File: config.mk
export PLATFORM = sky130hd
export DESIGN_NAME = pac_process_alarm
export DESIGN_NICKNAME = d
export VERILOG_FILES = /design/src/core/pac_pkg.sv /design/src/core/pac_alarm_eval.sv /design/src/core/pac_process_alarm.sv
export SDC_FILE = /design/constraint.sdc
export NUM_CORES = 1
export LEC_CHECK = 0
export BUFFER_PORTS_ARGS = -buffer_cell sky130_fd_sc_hd__buf_2
export CAP_MARGIN = 20
export CORE_MARGIN = 4
export CORE_UTILIZATION = 45
export CTS_BUF_LIST = sky130_fd_sc_hd__clkbuf_4 sky130_fd_sc_hd__clkbuf_8
export DETAILED_ROUTE_END_ITERATION = 6
export PLACE_DENSITY = 0.71
export SYNTH_ARGS = -nofsm -noshare
export SYNTH_HDL_FRONTEND = slang
export SYNTH_HIERARCHICAL = 1
export SYNTH_SLANG_ARGS = --single-unit
File: constraint.sdc
create_clock -name clk_i -period 7 [get_ports clk_i]
set_input_delay 1.4 -clock clk_i [delete_from_list [all_inputs] [get_ports clk_i]]
set_output_delay 1.4 -clock clk_i [all_outputs]
set_load 0.02 [all_outputs]
File: src/core/pac_pkg.sv
package pac_pkg;

    // Data path widths and channel count
    localparam int DW    = 16;
    localparam int EW    = 18;
    localparam int NCH   = 2;
    localparam int KW    = 4;
    localparam int DLYW  = 10;
    localparam int AW    = 8;

    // Register byte offsets
    localparam logic [7:0] OFS_CTRL     = 8'h00;
    localparam logic [7:0] OFS_TARGET   = 8'h04;
    localparam logic [7:0] OFS_MEASURED = 8'h08;
    localparam logic [7:0] OFS_STATUS   = 8'h0C;
    localparam logic [7:0] OFS_IRQ_STAT = 8'h10;
    localparam logic [7:0] OFS_IRQ_MASK = 8'h14;
    localparam logic [7:0] OFS_CH_BASE  = 8'h20;
    localparam logic [7:0] OFS_CH_STEP  = 8'h10;
    localparam logic [3:0] OFS_CH_KIND  = 4'h0;
    localparam logic [3:0] OFS_CH_HIGH  = 4'h4;
    localparam logic [3:0] OFS_CH_LOW   = 4'h8;
    localparam logic [3:0] OFS_CH_DELAY = 4'hC;

    // Field positions
    localparam int CTRL_EN_BIT    = 0;
    localparam int CTRL_REARM_BIT = 1;
    localparam int STAT_OUT_LSB   = 4;
    localparam int IRQ_FALL_LSB   = 2;
    localparam int DLY_ON_LSB     = 0;
    localparam int DLY_OFF_LSB    = 16;

    // Reset values
    localparam logic            CTRL_EN_RST = 1'b1;
    localparam logic [KW-1:0]   KIND_RST    = 4'h2;
    localparam logic [DW-1:0]   VALUE_RST   = 16'h0000;
    localparam logic [DLYW-1:0] DLY_RST     = 10'h000;
    localparam logic [3:0]      IRQ_RST     = 4'h0;

    // Timing: delays count whole seconds of a 125 MHz clock
    localparam longint CLK_PERIOD_NS = 8;
    localparam longint SEC_NS        = 1000000000;
    localparam int     SEC_CYC       = int'(SEC_NS / CLK_PERIOD_NS);

    // Alarm type codes
    typedef enum logic [3:0] {
        PAC_OFF         = 4'h0,
        PAC_DEV_BOTH    = 4'h1,
        PAC_DEV_UP      = 4'h2,
        PAC_DEV_DOWN    = 4'h3,
        PAC_DEV_BAND    = 4'h4,
        PAC_DEV_BOTH_SB = 4'h5,
        PAC_DEV_UP_SB   = 4'h6,
        PAC_DEV_DOWN_SB = 4'h7,
        PAC_ABS_UP      = 4'h8,
        PAC_ABS_DOWN    = 4'h9,
        PAC_ABS_UP_SB   = 4'hA,
        PAC_ABS_DOWN_SB = 4'hB
    } pac_kind_t;

    // Per-channel configuration
    typedef struct packed {
        logic [KW-1:0]          kind;
        logic signed [DW-1:0]   high;
        logic signed [DW-1:0]   low;
        logic [DLYW-1:0]        on_dly;
        logic [DLYW-1:0]        off_dly;
    } pac_cfg_t;

endpackage : pac_pkg

File: src/core/pac_alarm_eval.sv
`timescale 1ns/1ns
module pac_alarm_eval
    import pac_pkg::*;
(
    input  wire logic                 clk_i,
    input  wire logic                 rst_n_i,
    input  wire logic                 sample_i,
    input  wire logic signed [DW-1:0] measured_i,
    input  wire logic signed [DW-1:0] target_i,
    input  wire pac_cfg_t             cfg_i,
    input  wire logic                 rearm_i,
    output logic                      cond_o
);

    logic signed [EW-1:0] mv;
    logic signed [EW-1:0] upper;
    logic signed [EW-1:0] lower;
    logic signed [EW-1:0] xv;
    logic                 raw;
    logic                 standby_type;
    logic                 armed_reg;

    // Widen to avoid overflow of target plus deviation
    assign mv    = EW'(measured_i);
    assign xv    = EW'(cfg_i.high);
    assign upper = EW'(target_i) + EW'(cfg_i.high);
    assign lower = EW'(target_i) - EW'(cfg_i.low);

    // Raw comparison per type code
    always_comb begin
        raw          = 1'b0;
        standby_type = 1'b0;
        case (cfg_i.kind)
            PAC_OFF:         raw = 1'b0;
            PAC_DEV_BOTH:    raw = (mv > upper) || (mv < lower);
            PAC_DEV_UP:      raw = (mv >= upper);
            PAC_DEV_DOWN:    raw = (mv <= EW'(target_i) - xv);
            PAC_DEV_BAND:    raw = (mv >= lower) && (mv <= upper);
            PAC_DEV_BOTH_SB: begin
                raw          = (mv > upper) || (mv < lower);
                standby_type = 1'b1;
            end
            PAC_DEV_UP_SB:   begin
                raw          = (mv >= upper);
                standby_type = 1'b1;
            end
            PAC_DEV_DOWN_SB: begin
                raw          = (mv <= EW'(target_i) - xv);
                standby_type = 1'b1;
            end
            PAC_ABS_UP:      raw = (mv > xv);
            PAC_ABS_DOWN:    raw = (mv < xv);
            PAC_ABS_UP_SB:   begin
                raw          = (mv > xv);
                standby_type = 1'b1;
            end
            PAC_ABS_DOWN_SB: begin
                raw          = (mv < xv);
                standby_type = 1'b1;
            end
            default:         raw = 1'b0;
        endcase
    end

    // Standby latch: armed at start-up and on re-arm, released once condition clears
    always_ff @(posedge clk_i) begin
        if (!rst_n_i) begin
            armed_reg <= 1'b1;
        end else if (rearm_i) begin
            armed_reg <= 1'b1;
        end else if (sample_i && !raw) begin
            armed_reg <= 1'b0;
        end
    end

    // Condition updated once per sample
    always_ff @(posedge clk_i) begin
        if (!rst_n_i) begin
            cond_o <= 1'b0;
        end else if (rearm_i && standby_type) begin
            cond_o <= 1'b0;
        end else if (sample_i) begin
            cond_o <= raw && !(standby_type && armed_reg);
        end
    end

endmodule : pac_alarm_eval

File: src/core/pac_process_alarm.sv
`timescale 1ns/1ns
// How it works
// Type 1 alarms when the measured value is above target plus high deviation or below target minus low deviation.
// Type 2, the reset default, alarms when the measured value is at or above target plus the alarm value.
// In type 2 the single alarm value is an upward deviation from the current target.
// Type 3 alarms when the measured value is at or below target minus the alarm value.
// Type 4 alarms while the measured value lies inside target minus low to target plus high.
// Type 5 is type 1 with standby suppression.
// Type 6 is type 2 with standby suppression.
// Type 7 is type 3 with standby suppression.
// Type 8 alarms when the measured value is greater than the alarm value, target ignored.
// Type 9 alarms when the measured value is less than the alarm value, target ignored.
// Type 10 is type 8 with standby suppression.
// Type 11 is type 9 with standby suppression.
// Each channel keeps its own type setting.
// Each alarm output has its own on and off delay of 0 to 999 seconds.
// Type 0 keeps the alarm off.
// Standby holds the alarm off after start-up or a target change until the condition has first cleared.
// Every comparison is re-evaluated once per sample in signed arithmetic.
module pac_process_alarm
    import pac_pkg::*;
#(
    parameter int SEC_CYCLES = SEC_CYC
)
(
    input  wire logic                 clk_i,
    input  wire logic                 rst_n_i,
    input  wire logic                 psel_i,
    input  wire logic                 penable_i,
    input  wire logic                 pwrite_i,
    input  wire logic [AW-1:0]        paddr_i,
    input  wire logic [31:0]          pwdata_i,
    output logic      [31:0]          prdata_o,
    output logic                      pready_o,
    output logic                      pslverr_o,
    input  wire logic                 sample_i,
    input  wire logic signed [DW-1:0] measured_value_i,
    output logic      [NCH-1:0]       alarm_o,
    output logic                      irq_o
);

    localparam logic [DLYW-1:0] DLY_MAX = 10'h3E7;

    logic                 en_reg;
    logic signed [DW-1:0] target_point_reg;
    logic signed [DW-1:0] measured_value_reg;
    pac_cfg_t             cfg_reg [NCH];
    logic [3:0]           irq_stat_reg;
    logic [3:0]           irq_mask_reg;
    logic [31:0]          rdata_reg;
    logic                 err_reg;
    logic [31:0]          sec_cnt_reg;
    logic                 sec_tick;
    logic [NCH-1:0]       cond;
    logic [NCH-1:0]       out_reg;
    logic [DLYW-1:0]      dly_cnt_reg [NCH];
    logic [NCH-1:0]       rearm;
    logic [NCH-1:0]       rise;
    logic [NCH-1:0]       fall;
    logic                 setup;
    logic                 wr;
    logic                 ch_hit;
    logic [0:0]           ch_idx;
    logic [3:0]           ch_ofs;
    logic                 mapped;
    logic                 target_wr;
    logic                 rearm_wr;

    // Zero-wait slave: data is prepared in the setup cycle
    assign pready_o  = 1'b1;
    assign prdata_o  = rdata_reg;
    assign pslverr_o = psel_i && penable_i && err_reg;

    assign setup = psel_i && !penable_i;
    assign wr    = psel_i && penable_i && pwrite_i && !err_reg;

    // Channel window decode
    always_comb begin
        ch_hit = 1'b0;
        ch_idx = 1'b0;
        ch_ofs = paddr_i[3:0];
        if (paddr_i >= OFS_CH_BASE && paddr_i < OFS_CH_BASE + 8'(NCH * OFS_CH_STEP)) begin
            ch_hit = (paddr_i[1:0] == 2'h0);
            ch_idx = 1'(paddr_i[7:4] - OFS_CH_BASE[7:4]);
        end
    end

    // Address map check
    always_comb begin
        case (paddr_i)
            OFS_CTRL, OFS_TARGET, OFS_MEASURED,
            OFS_STATUS, OFS_IRQ_STAT, OFS_IRQ_MASK: mapped = 1'b1;
            default:                                mapped = ch_hit;
        endcase
    end

    // Error flag latched for the access phase
    always_ff @(posedge clk_i) begin
        if (!rst_n_i) begin
            err_reg <= 1'b0;
        end else if (setup) begin
            err_reg <= !mapped;
        end
    end

    // Read data captured in setup
    always_ff @(posedge clk_i) begin
        if (!rst_n_i) begin
            rdata_reg <= 32'h0000_0000;
        end else if (setup && !pwrite_i) begin
            rdata_reg <= 32'h0000_0000;
            case (paddr_i)
                OFS_CTRL:     rdata_reg[CTRL_EN_BIT] <= en_reg;
                OFS_TARGET:   rdata_reg <= 32'(signed'(target_point_reg));
                OFS_MEASURED: rdata_reg <= 32'(signed'(measured_value_reg));
                OFS_STATUS:   rdata_reg <= {24'h00_0000, 2'h0, out_reg, 2'h0, cond};
                OFS_IRQ_STAT: rdata_reg <= {28'h000_0000, irq_stat_reg};
                OFS_IRQ_MASK: rdata_reg <= {28'h000_0000, irq_mask_reg};
                default: begin
                    if (ch_hit) begin
                        case (ch_ofs)
                            OFS_CH_KIND:  rdata_reg <= {28'h000_0000, cfg_reg[ch_idx].kind};
                            OFS_CH_HIGH:  rdata_reg <= 32'(signed'(cfg_reg[ch_idx].high));
                            OFS_CH_LOW:   rdata_reg <= 32'(signed'(cfg_reg[ch_idx].low));
                            OFS_CH_DELAY: rdata_reg <= {6'h00, cfg_reg[ch_idx].off_dly,
                                                        6'h00, cfg_reg[ch_idx].on_dly};
                            default:      rdata_reg <= 32'h0000_0000;
                        endcase
                    end
                end
            endcase
        end
    end

    // Control register
    always_ff @(posedge clk_i) begin
        if (!rst_n_i) begin
            en_reg <= CTRL_EN_RST;
        end else if (wr && paddr_i == OFS_CTRL) begin
            en_reg <= pwdata_i[CTRL_EN_BIT];
        end
    end

    assign target_wr = wr && (paddr_i == OFS_TARGET);
    assign rearm_wr  = wr && (paddr_i == OFS_CTRL) && pwdata_i[CTRL_REARM_BIT];

    // Target point
    always_ff @(posedge clk_i) begin
        if (!rst_n_i) begin
            target_point_reg <= VALUE_RST;
        end else if (target_wr) begin
            target_point_reg <= pwdata_i[DW-1:0];
        end
    end

    // Last sampled measured value, readable by software
    always_ff @(posedge clk_i) begin
        if (!rst_n_i) begin
            measured_value_reg <= VALUE_RST;
        end else if (sample_i) begin
            measured_value_reg <= measured_value_i;
        end
    end

    // Per-channel configuration, delays clamped to the allowed maximum
    always_ff @(posedge clk_i) begin
        if (!rst_n_i) begin
            for (int i = 0; i < NCH; i++) begin
                cfg_reg[i].kind    <= KIND_RST;
                cfg_reg[i].high    <= VALUE_RST;
                cfg_reg[i].low     <= VALUE_RST;
                cfg_reg[i].on_dly  <= DLY_RST;
                cfg_reg[i].off_dly <= DLY_RST;
            end
        end else if (wr && ch_hit) begin
            case (ch_ofs)
                OFS_CH_KIND:  cfg_reg[ch_idx].kind <= pwdata_i[KW-1:0];
                OFS_CH_HIGH:  cfg_reg[ch_idx].high <= pwdata_i[DW-1:0];
                OFS_CH_LOW:   cfg_reg[ch_idx].low  <= pwdata_i[DW-1:0];
                OFS_CH_DELAY: begin
                    cfg_reg[ch_idx].on_dly  <= (pwdata_i[DLY_ON_LSB +: DLYW] > DLY_MAX) ?
                                               DLY_MAX : pwdata_i[DLY_ON_LSB +: DLYW];
                    cfg_reg[ch_idx].off_dly <= (pwdata_i[DLY_OFF_LSB +: DLYW] > DLY_MAX) ?
                                               DLY_MAX : pwdata_i[DLY_OFF_LSB +: DLYW];
                end
                default: ;
            endcase
        end
    end

    // One-second enable pulse
    always_ff @(posedge clk_i) begin
        if (!rst_n_i) begin
            sec_cnt_reg <= 32'h0000_0000;
        end else if (sec_cnt_reg == 32'(SEC_CYCLES - 1)) begin
            sec_cnt_reg <= 32'h0000_0000;
        end else begin
            sec_cnt_reg <= sec_cnt_reg + 32'h0000_0001;
        end
    end

    assign sec_tick = (sec_cnt_reg == 32'(SEC_CYCLES - 1));

    // Standby re-armed by target change, type change or software request
    always_comb begin
        for (int i = 0; i < NCH; i++) begin
            rearm[i] = target_wr || rearm_wr ||
                       (wr && ch_hit && ch_idx == 1'(i) && ch_ofs == OFS_CH_KIND);
        end
    end

    // One evaluator per channel
    for (genvar g = 0; g < NCH; g++) begin : g_ch
        pac_alarm_eval u_eval (
            .clk_i      (clk_i),
            .rst_n_i    (rst_n_i),
            .sample_i   (sample_i),
            .measured_i (measured_value_i),
            .target_i   (target_point_reg),
            .cfg_i      (cfg_reg[g]),
            .rearm_i    (rearm[g]),
            .cond_o     (cond[g])
        );
    end

    // On and off delay timers per output
    // A nonzero delay waits one tick more, so a setting of n lasts n to n+1 s and never less
    always_ff @(posedge clk_i) begin
        if (!rst_n_i) begin
            for (int i = 0; i < NCH; i++) begin
                out_reg[i]     <= 1'b0;
                dly_cnt_reg[i] <= DLY_RST;
            end
        end else begin
            for (int i = 0; i < NCH; i++) begin
                if (!en_reg || cfg_reg[i].kind == PAC_OFF) begin
                    out_reg[i]     <= 1'b0;
                    dly_cnt_reg[i] <= DLY_RST;
                end else if (cond[i] == out_reg[i]) begin
                    dly_cnt_reg[i] <= DLY_RST;
                end else if (cond[i] && (cfg_reg[i].on_dly == 10'h000 || dly_cnt_reg[i] > cfg_reg[i].on_dly)) begin
                    out_reg[i]     <= 1'b1;
                    dly_cnt_reg[i] <= DLY_RST;
                end else if (!cond[i] && (cfg_reg[i].off_dly == 10'h000 || dly_cnt_reg[i] > cfg_reg[i].off_dly)) begin
                    out_reg[i]     <= 1'b0;
                    dly_cnt_reg[i] <= DLY_RST;
                end else if (sec_tick) begin
                    dly_cnt_reg[i] <= dly_cnt_reg[i] + 10'h001;
                end
            end
        end
    end

    assign alarm_o = out_reg;

    // Output edge events
    always_comb begin
        for (int i = 0; i < NCH; i++) begin
            rise[i] = 1'b0;
            fall[i] = 1'b0;
        end
        for (int i = 0; i < NCH; i++) begin
            if (en_reg && cfg_reg[i].kind != PAC_OFF && cond[i] != out_reg[i]) begin
                rise[i] = cond[i] && (cfg_reg[i].on_dly == 10'h000 || dly_cnt_reg[i] > cfg_reg[i].on_dly);
                fall[i] = !cond[i] && (cfg_reg[i].off_dly == 10'h000 || dly_cnt_reg[i] > cfg_reg[i].off_dly);
            end
        end
    end

    // Sticky status, write one to clear, a new event wins
    always_ff @(posedge clk_i) begin
        if (!rst_n_i) begin
            irq_stat_reg <= IRQ_RST;
        end else begin
            irq_stat_reg <= (irq_stat_reg & ~((wr && paddr_i == OFS_IRQ_STAT) ? pwdata_i[3:0] : 4'h0))
                            | {fall, rise};
        end
    end

    // Interrupt mask
    always_ff @(posedge clk_i) begin
        if (!rst_n_i) begin
            irq_mask_reg <= IRQ_RST;
        end else if (wr && paddr_i == OFS_IRQ_MASK) begin
            irq_mask_reg <= pwdata_i[3:0];
        end
    end

    // Level interrupt
    always_ff @(posedge clk_i) begin
        if (!rst_n_i) begin
            irq_o <= 1'b0;
        end else begin
            irq_o <= |((irq_stat_reg & ~((wr && paddr_i == OFS_IRQ_STAT) ? pwdata_i[3:0] : 4'h0)
                       | {fall, rise}) & irq_mask_reg);
        end
    end

endmodule : pac_process_alarm

==> reports/results.env <==
WORSTMARGINPINSLEW_NS=1.27
P_TOTAL_uW=3560
POST-CTS-SETUP-BUFFER-COUNT=0
LEAKAGEPOWER_uW=0.00948
HOLD_PATH.CLASS='register to register'
POWERDENSITY_mW_PER_MM2=163
SYNTH_TOP_AREA_SHARE_PCT=19.9
CRITICAL_PATH.ENDPOINT_TYPE='register'
HOLDCRITSTARTPOINT='sec_cnt_reg[0]'
NETLIST_INSTANCES=2236
SYN_AREA_MM2=0.0200
DP_SLACK_NS=1.91
DR_VIAS_CELL=5.96
NUMPORTBUFFERS=91
CLOCK_SINKS=239
SYNTH_SIMPLE_GATE_AREA_SHARE_PCT=21.4
FINAL_CELLS=2924
R2R-START='target_point_reg[1]'
WORST-ENDPOINT-REQUIRED_NS=7.39
FINAL_COUNT_OF_NEGATIVE_SETUP_SLACK_ENDPOINTS=0
YOSYSMOSTFREQUENTCELL='ha_1'
GRT_PASS1_VIAS=17439
CLOCK_INSERTION_DELAY_WORST_SKEW_NS=0.56
VIAS=17426
POST-ROUTE-CELL-AREA_MM2=0.0219
YS.FLOP_TYPE='edfxtp_1'
SYNTH-ASYNC-RESET-RATIO_PCT=0
GRT_START_MAX_NET_PINS=47
SETUP.WORST_PATH.END='g_ch[1].u_eval/armed_reg'
SYNTH-EDFF-COUNT=132
ANT_NETS=0
SYNTHADDERAREAFRAC_PCT=17.7
PLACEABLECOREAREA_MM2=0.0435
WORSTSETUPSTARTPOINTTYPE='register'
COMPLEX_GATE_FRACTION_OF_THE_SYNTHESIZED_AREA_PCT=16.2
WORSTREG2REGEND='g_ch[1].u_eval/armed_reg'
FP.DIEAREA_MM2=0.0478
SYN2LAYOUT_AREA_GROWTH_PCT=9.55
FP-ROW-COUNT=76
MAXSLEWVIOLCOUNT=0
DRTITER0DRC=1441
TIMING.FINAL.HOLD_VIOLATIONS=0
YS_TYPES=99
PLACE.DETAILED.HPWL_UM=46300
NUMBER_OF_FLIP_FLOPS_IN_THE_LARGEST_REGISTER=112
SETUP_WS_NS=1.85
SYNTH.NET_COUNT=2577
R2R_CELLS=15
POST_CTS_GATE_RESIZE_COUNT=0
INITIAL_UTILIZATION_PCT=45.9
FINAL_WORST_PATH_CYCLE_SHARE_PCT=73.6
POST_CTS_HOLD_BUFFER_COUNT=0
SYNTH_COMMONEST_CELLS='ha_1 (273), nor2_1 (180), inv_1 (175)'
FMAX_MHz=194
DETAILED_ROUTE_WIRE_LENGTH_UM=59100
CELL_AT_THE_ROOT_OF_THE_CLOCK_TREE='clkbuf_8'
NUM_ANTENNA_CELLS=0
ROUTE.DETAILED.DRC=0
AVGSYNTHCELLAREA_UM2=8.93
CLOCK-SKEW-FINAL_NS=0.0284
POST-ROUTE-MIN-PERIOD_NS=5.15
CRITICALPATHCATEGORY='register to register'
SYNTH_TOP_FAMILY_BY_AREA='simple AND/OR/NAND/NOR gates'
POST_SYNTH_XOR_AREA_FRACTION_PCT=5.18
ARRIVAL_NS=5.54
RUN_STATUS='complete, no violations'
WORSTSETUPSTARTPOINT='target_point_reg[1]'
CLK_PATH_BUF_DEPTH=3
MAX_SLEW_MARGIN_PCT=15.6
SYNTH.AREA.MUX_SHARE_PCT=3.70
SYNTH_LARGEST_AREA_CELL='edfxtp_1'
POST_ROUTE_CELLS_DRIVE_ABOVE_1_SHARE_PCT=10.3
TRITONCTS='yes'
GRT_SETUP_UNREPAIRED='no'
SYNTH-WARNING-COUNT=6
YS_SEQ_AREA_SHARE_PCT=30.6
PLACEMENT.CELL_AREA_MM2=0.0209
LARGEST_FANOUT_ON_THE_CRITICAL_PATH=10
GR-TOTAL-OVERFLOW=0
PLACE_CONGESTION=0.932
PIN_COUNT=99
GRT_ANTENNA_BEFORE_REPAIR=0
DRTPASS1ITERATIONS=6
PLACE.DETAILED.INSTANCES=2848
YS_FF_LATCH=239
GRT_FIRST_PASS_WIRELENGTH_UM=92300
WORST_SETUP_HOLD_PATH_CLK_SLEW_NS=0.06
NUM-NETS-FINAL=2647
CTS-HTREE-LEVELS=2
CTS_INSERTED_BUFFERS=41
GLOBALROUTETOTALUTIL_PCT=24.2
REGISTER_TO_REGISTER_SETUP_SLACK_NS=1.85
NETLIST_TOP_CELLS_AREA='edfxtp_1 (20%), ha_1 (17%), dfxtp_1 (11%)'
ROUTED_WIRE_LENGTH_PER_INSTANCE_UM=20.2
POWER.IR.VDD_WORST_mV=0.178
MAXCAPVIOLATIONS=0
SETUP-TNS-FINAL_NS=0
DIE_W_UM=219
DIE-HEIGHT_UM=219
-- kinds of logic after synthesis --
family / count (synthesis)
simple gates: 799
compound gates: 479
fa+ha+maj: 279
buf+inv: 258
flops: 239
xor+xnor: 118
mux: 63
other cells: 1
-- layer usage --
| metal | up-vias | wire [um] | GRT usage (%) |
|---|---|---|---|
| met3 | 145 | 3670 | 3.27 |
| met1 | 8386 | 25100 | 31.0 |
| met4 | 0 | 2410 | 9.56 |
| met2 | 585 | 27900 | 41.4 |
| li1 | 8310 | - | - |
| met5 | - | 0 | 0 |
-- where the power goes --
part	internal [uW]	switching, uW
registers	1520	54.5
logic	206	318
clock network	877	584
total	2610	956
-- worst min path at each step --
stage,to,cells after the start
after floorplan,sec_cnt_reg[0],1
after global placement,sec_cnt_reg[0],1
after detailed placement,sec_cnt_reg[0],1
after CTS,sec_cnt_reg[0],1
after global routing,sec_cnt_reg[0],1
final,sec_cnt_reg[0],1
-- worst max-delay path: stages (launching register included) --
cell	delay, ns
dfxtp_1	0.61
ha_1	0.31
nor2b_1	0.14
o31a_1	0.28
o31ai_1	0.50
a31oi_1	0.23
a211o_1	0.36
o31ai_1	0.29
xor2_1	0.19
ha_1	0.26
and4_1	0.22
a221oi_1	0.54
o21ai_0	0.29
o311a_1	0.18
a311oi_1	0.44
o2111ai_1	0.15
-- per-stage QoR --
| step | hold slack [ns] | util (%) |
|---|---|---|
| after floorplan | 0.438 | - |
| after global routing | 0.507 | 50.3 |
| after CTS | 0.492 | 50.3 |
| after global placement | 0.450 | 48.1 |
| after detailed placement | 0.484 | 48.1 |
| final | 0.485 | 50.3 |
-- layout by cell type, fill, tap and decap left out, types with 17 or more instances in the layout --
master	instances
xor2_1	53
a221oi_1	26
mux2i_1	49
dfxtp_1	107
buf_2	91
ha_1	273
xnor2_1	65
and3_1	35
a31oi_1	26
nand2_1	159
nand2b_1	27
o21a_1	25
nand3_1	65
edfxtp_1	132
clkbuf_8	46
nor2_1	180
o211ai_1	17
nor4_1	20
a21oi_1	112
a21o_1	19
o21ai_0	76
nor2b_1	45
and2_1	76
inv_1	175
nor3_1	46
nand4_1	49
-- layout make-up --
class	instances	area, um^2
Clock buffer	55	701
Tap cell	585	732
Fill cell	4144	21600
Multi-Input combinational cell	1739	12800
Sequential cell	239	6110
Clock inverter	21	254
Inverter	178	668
Timing Repair Buffer	107	576
(Power assumes the default switching activity.)
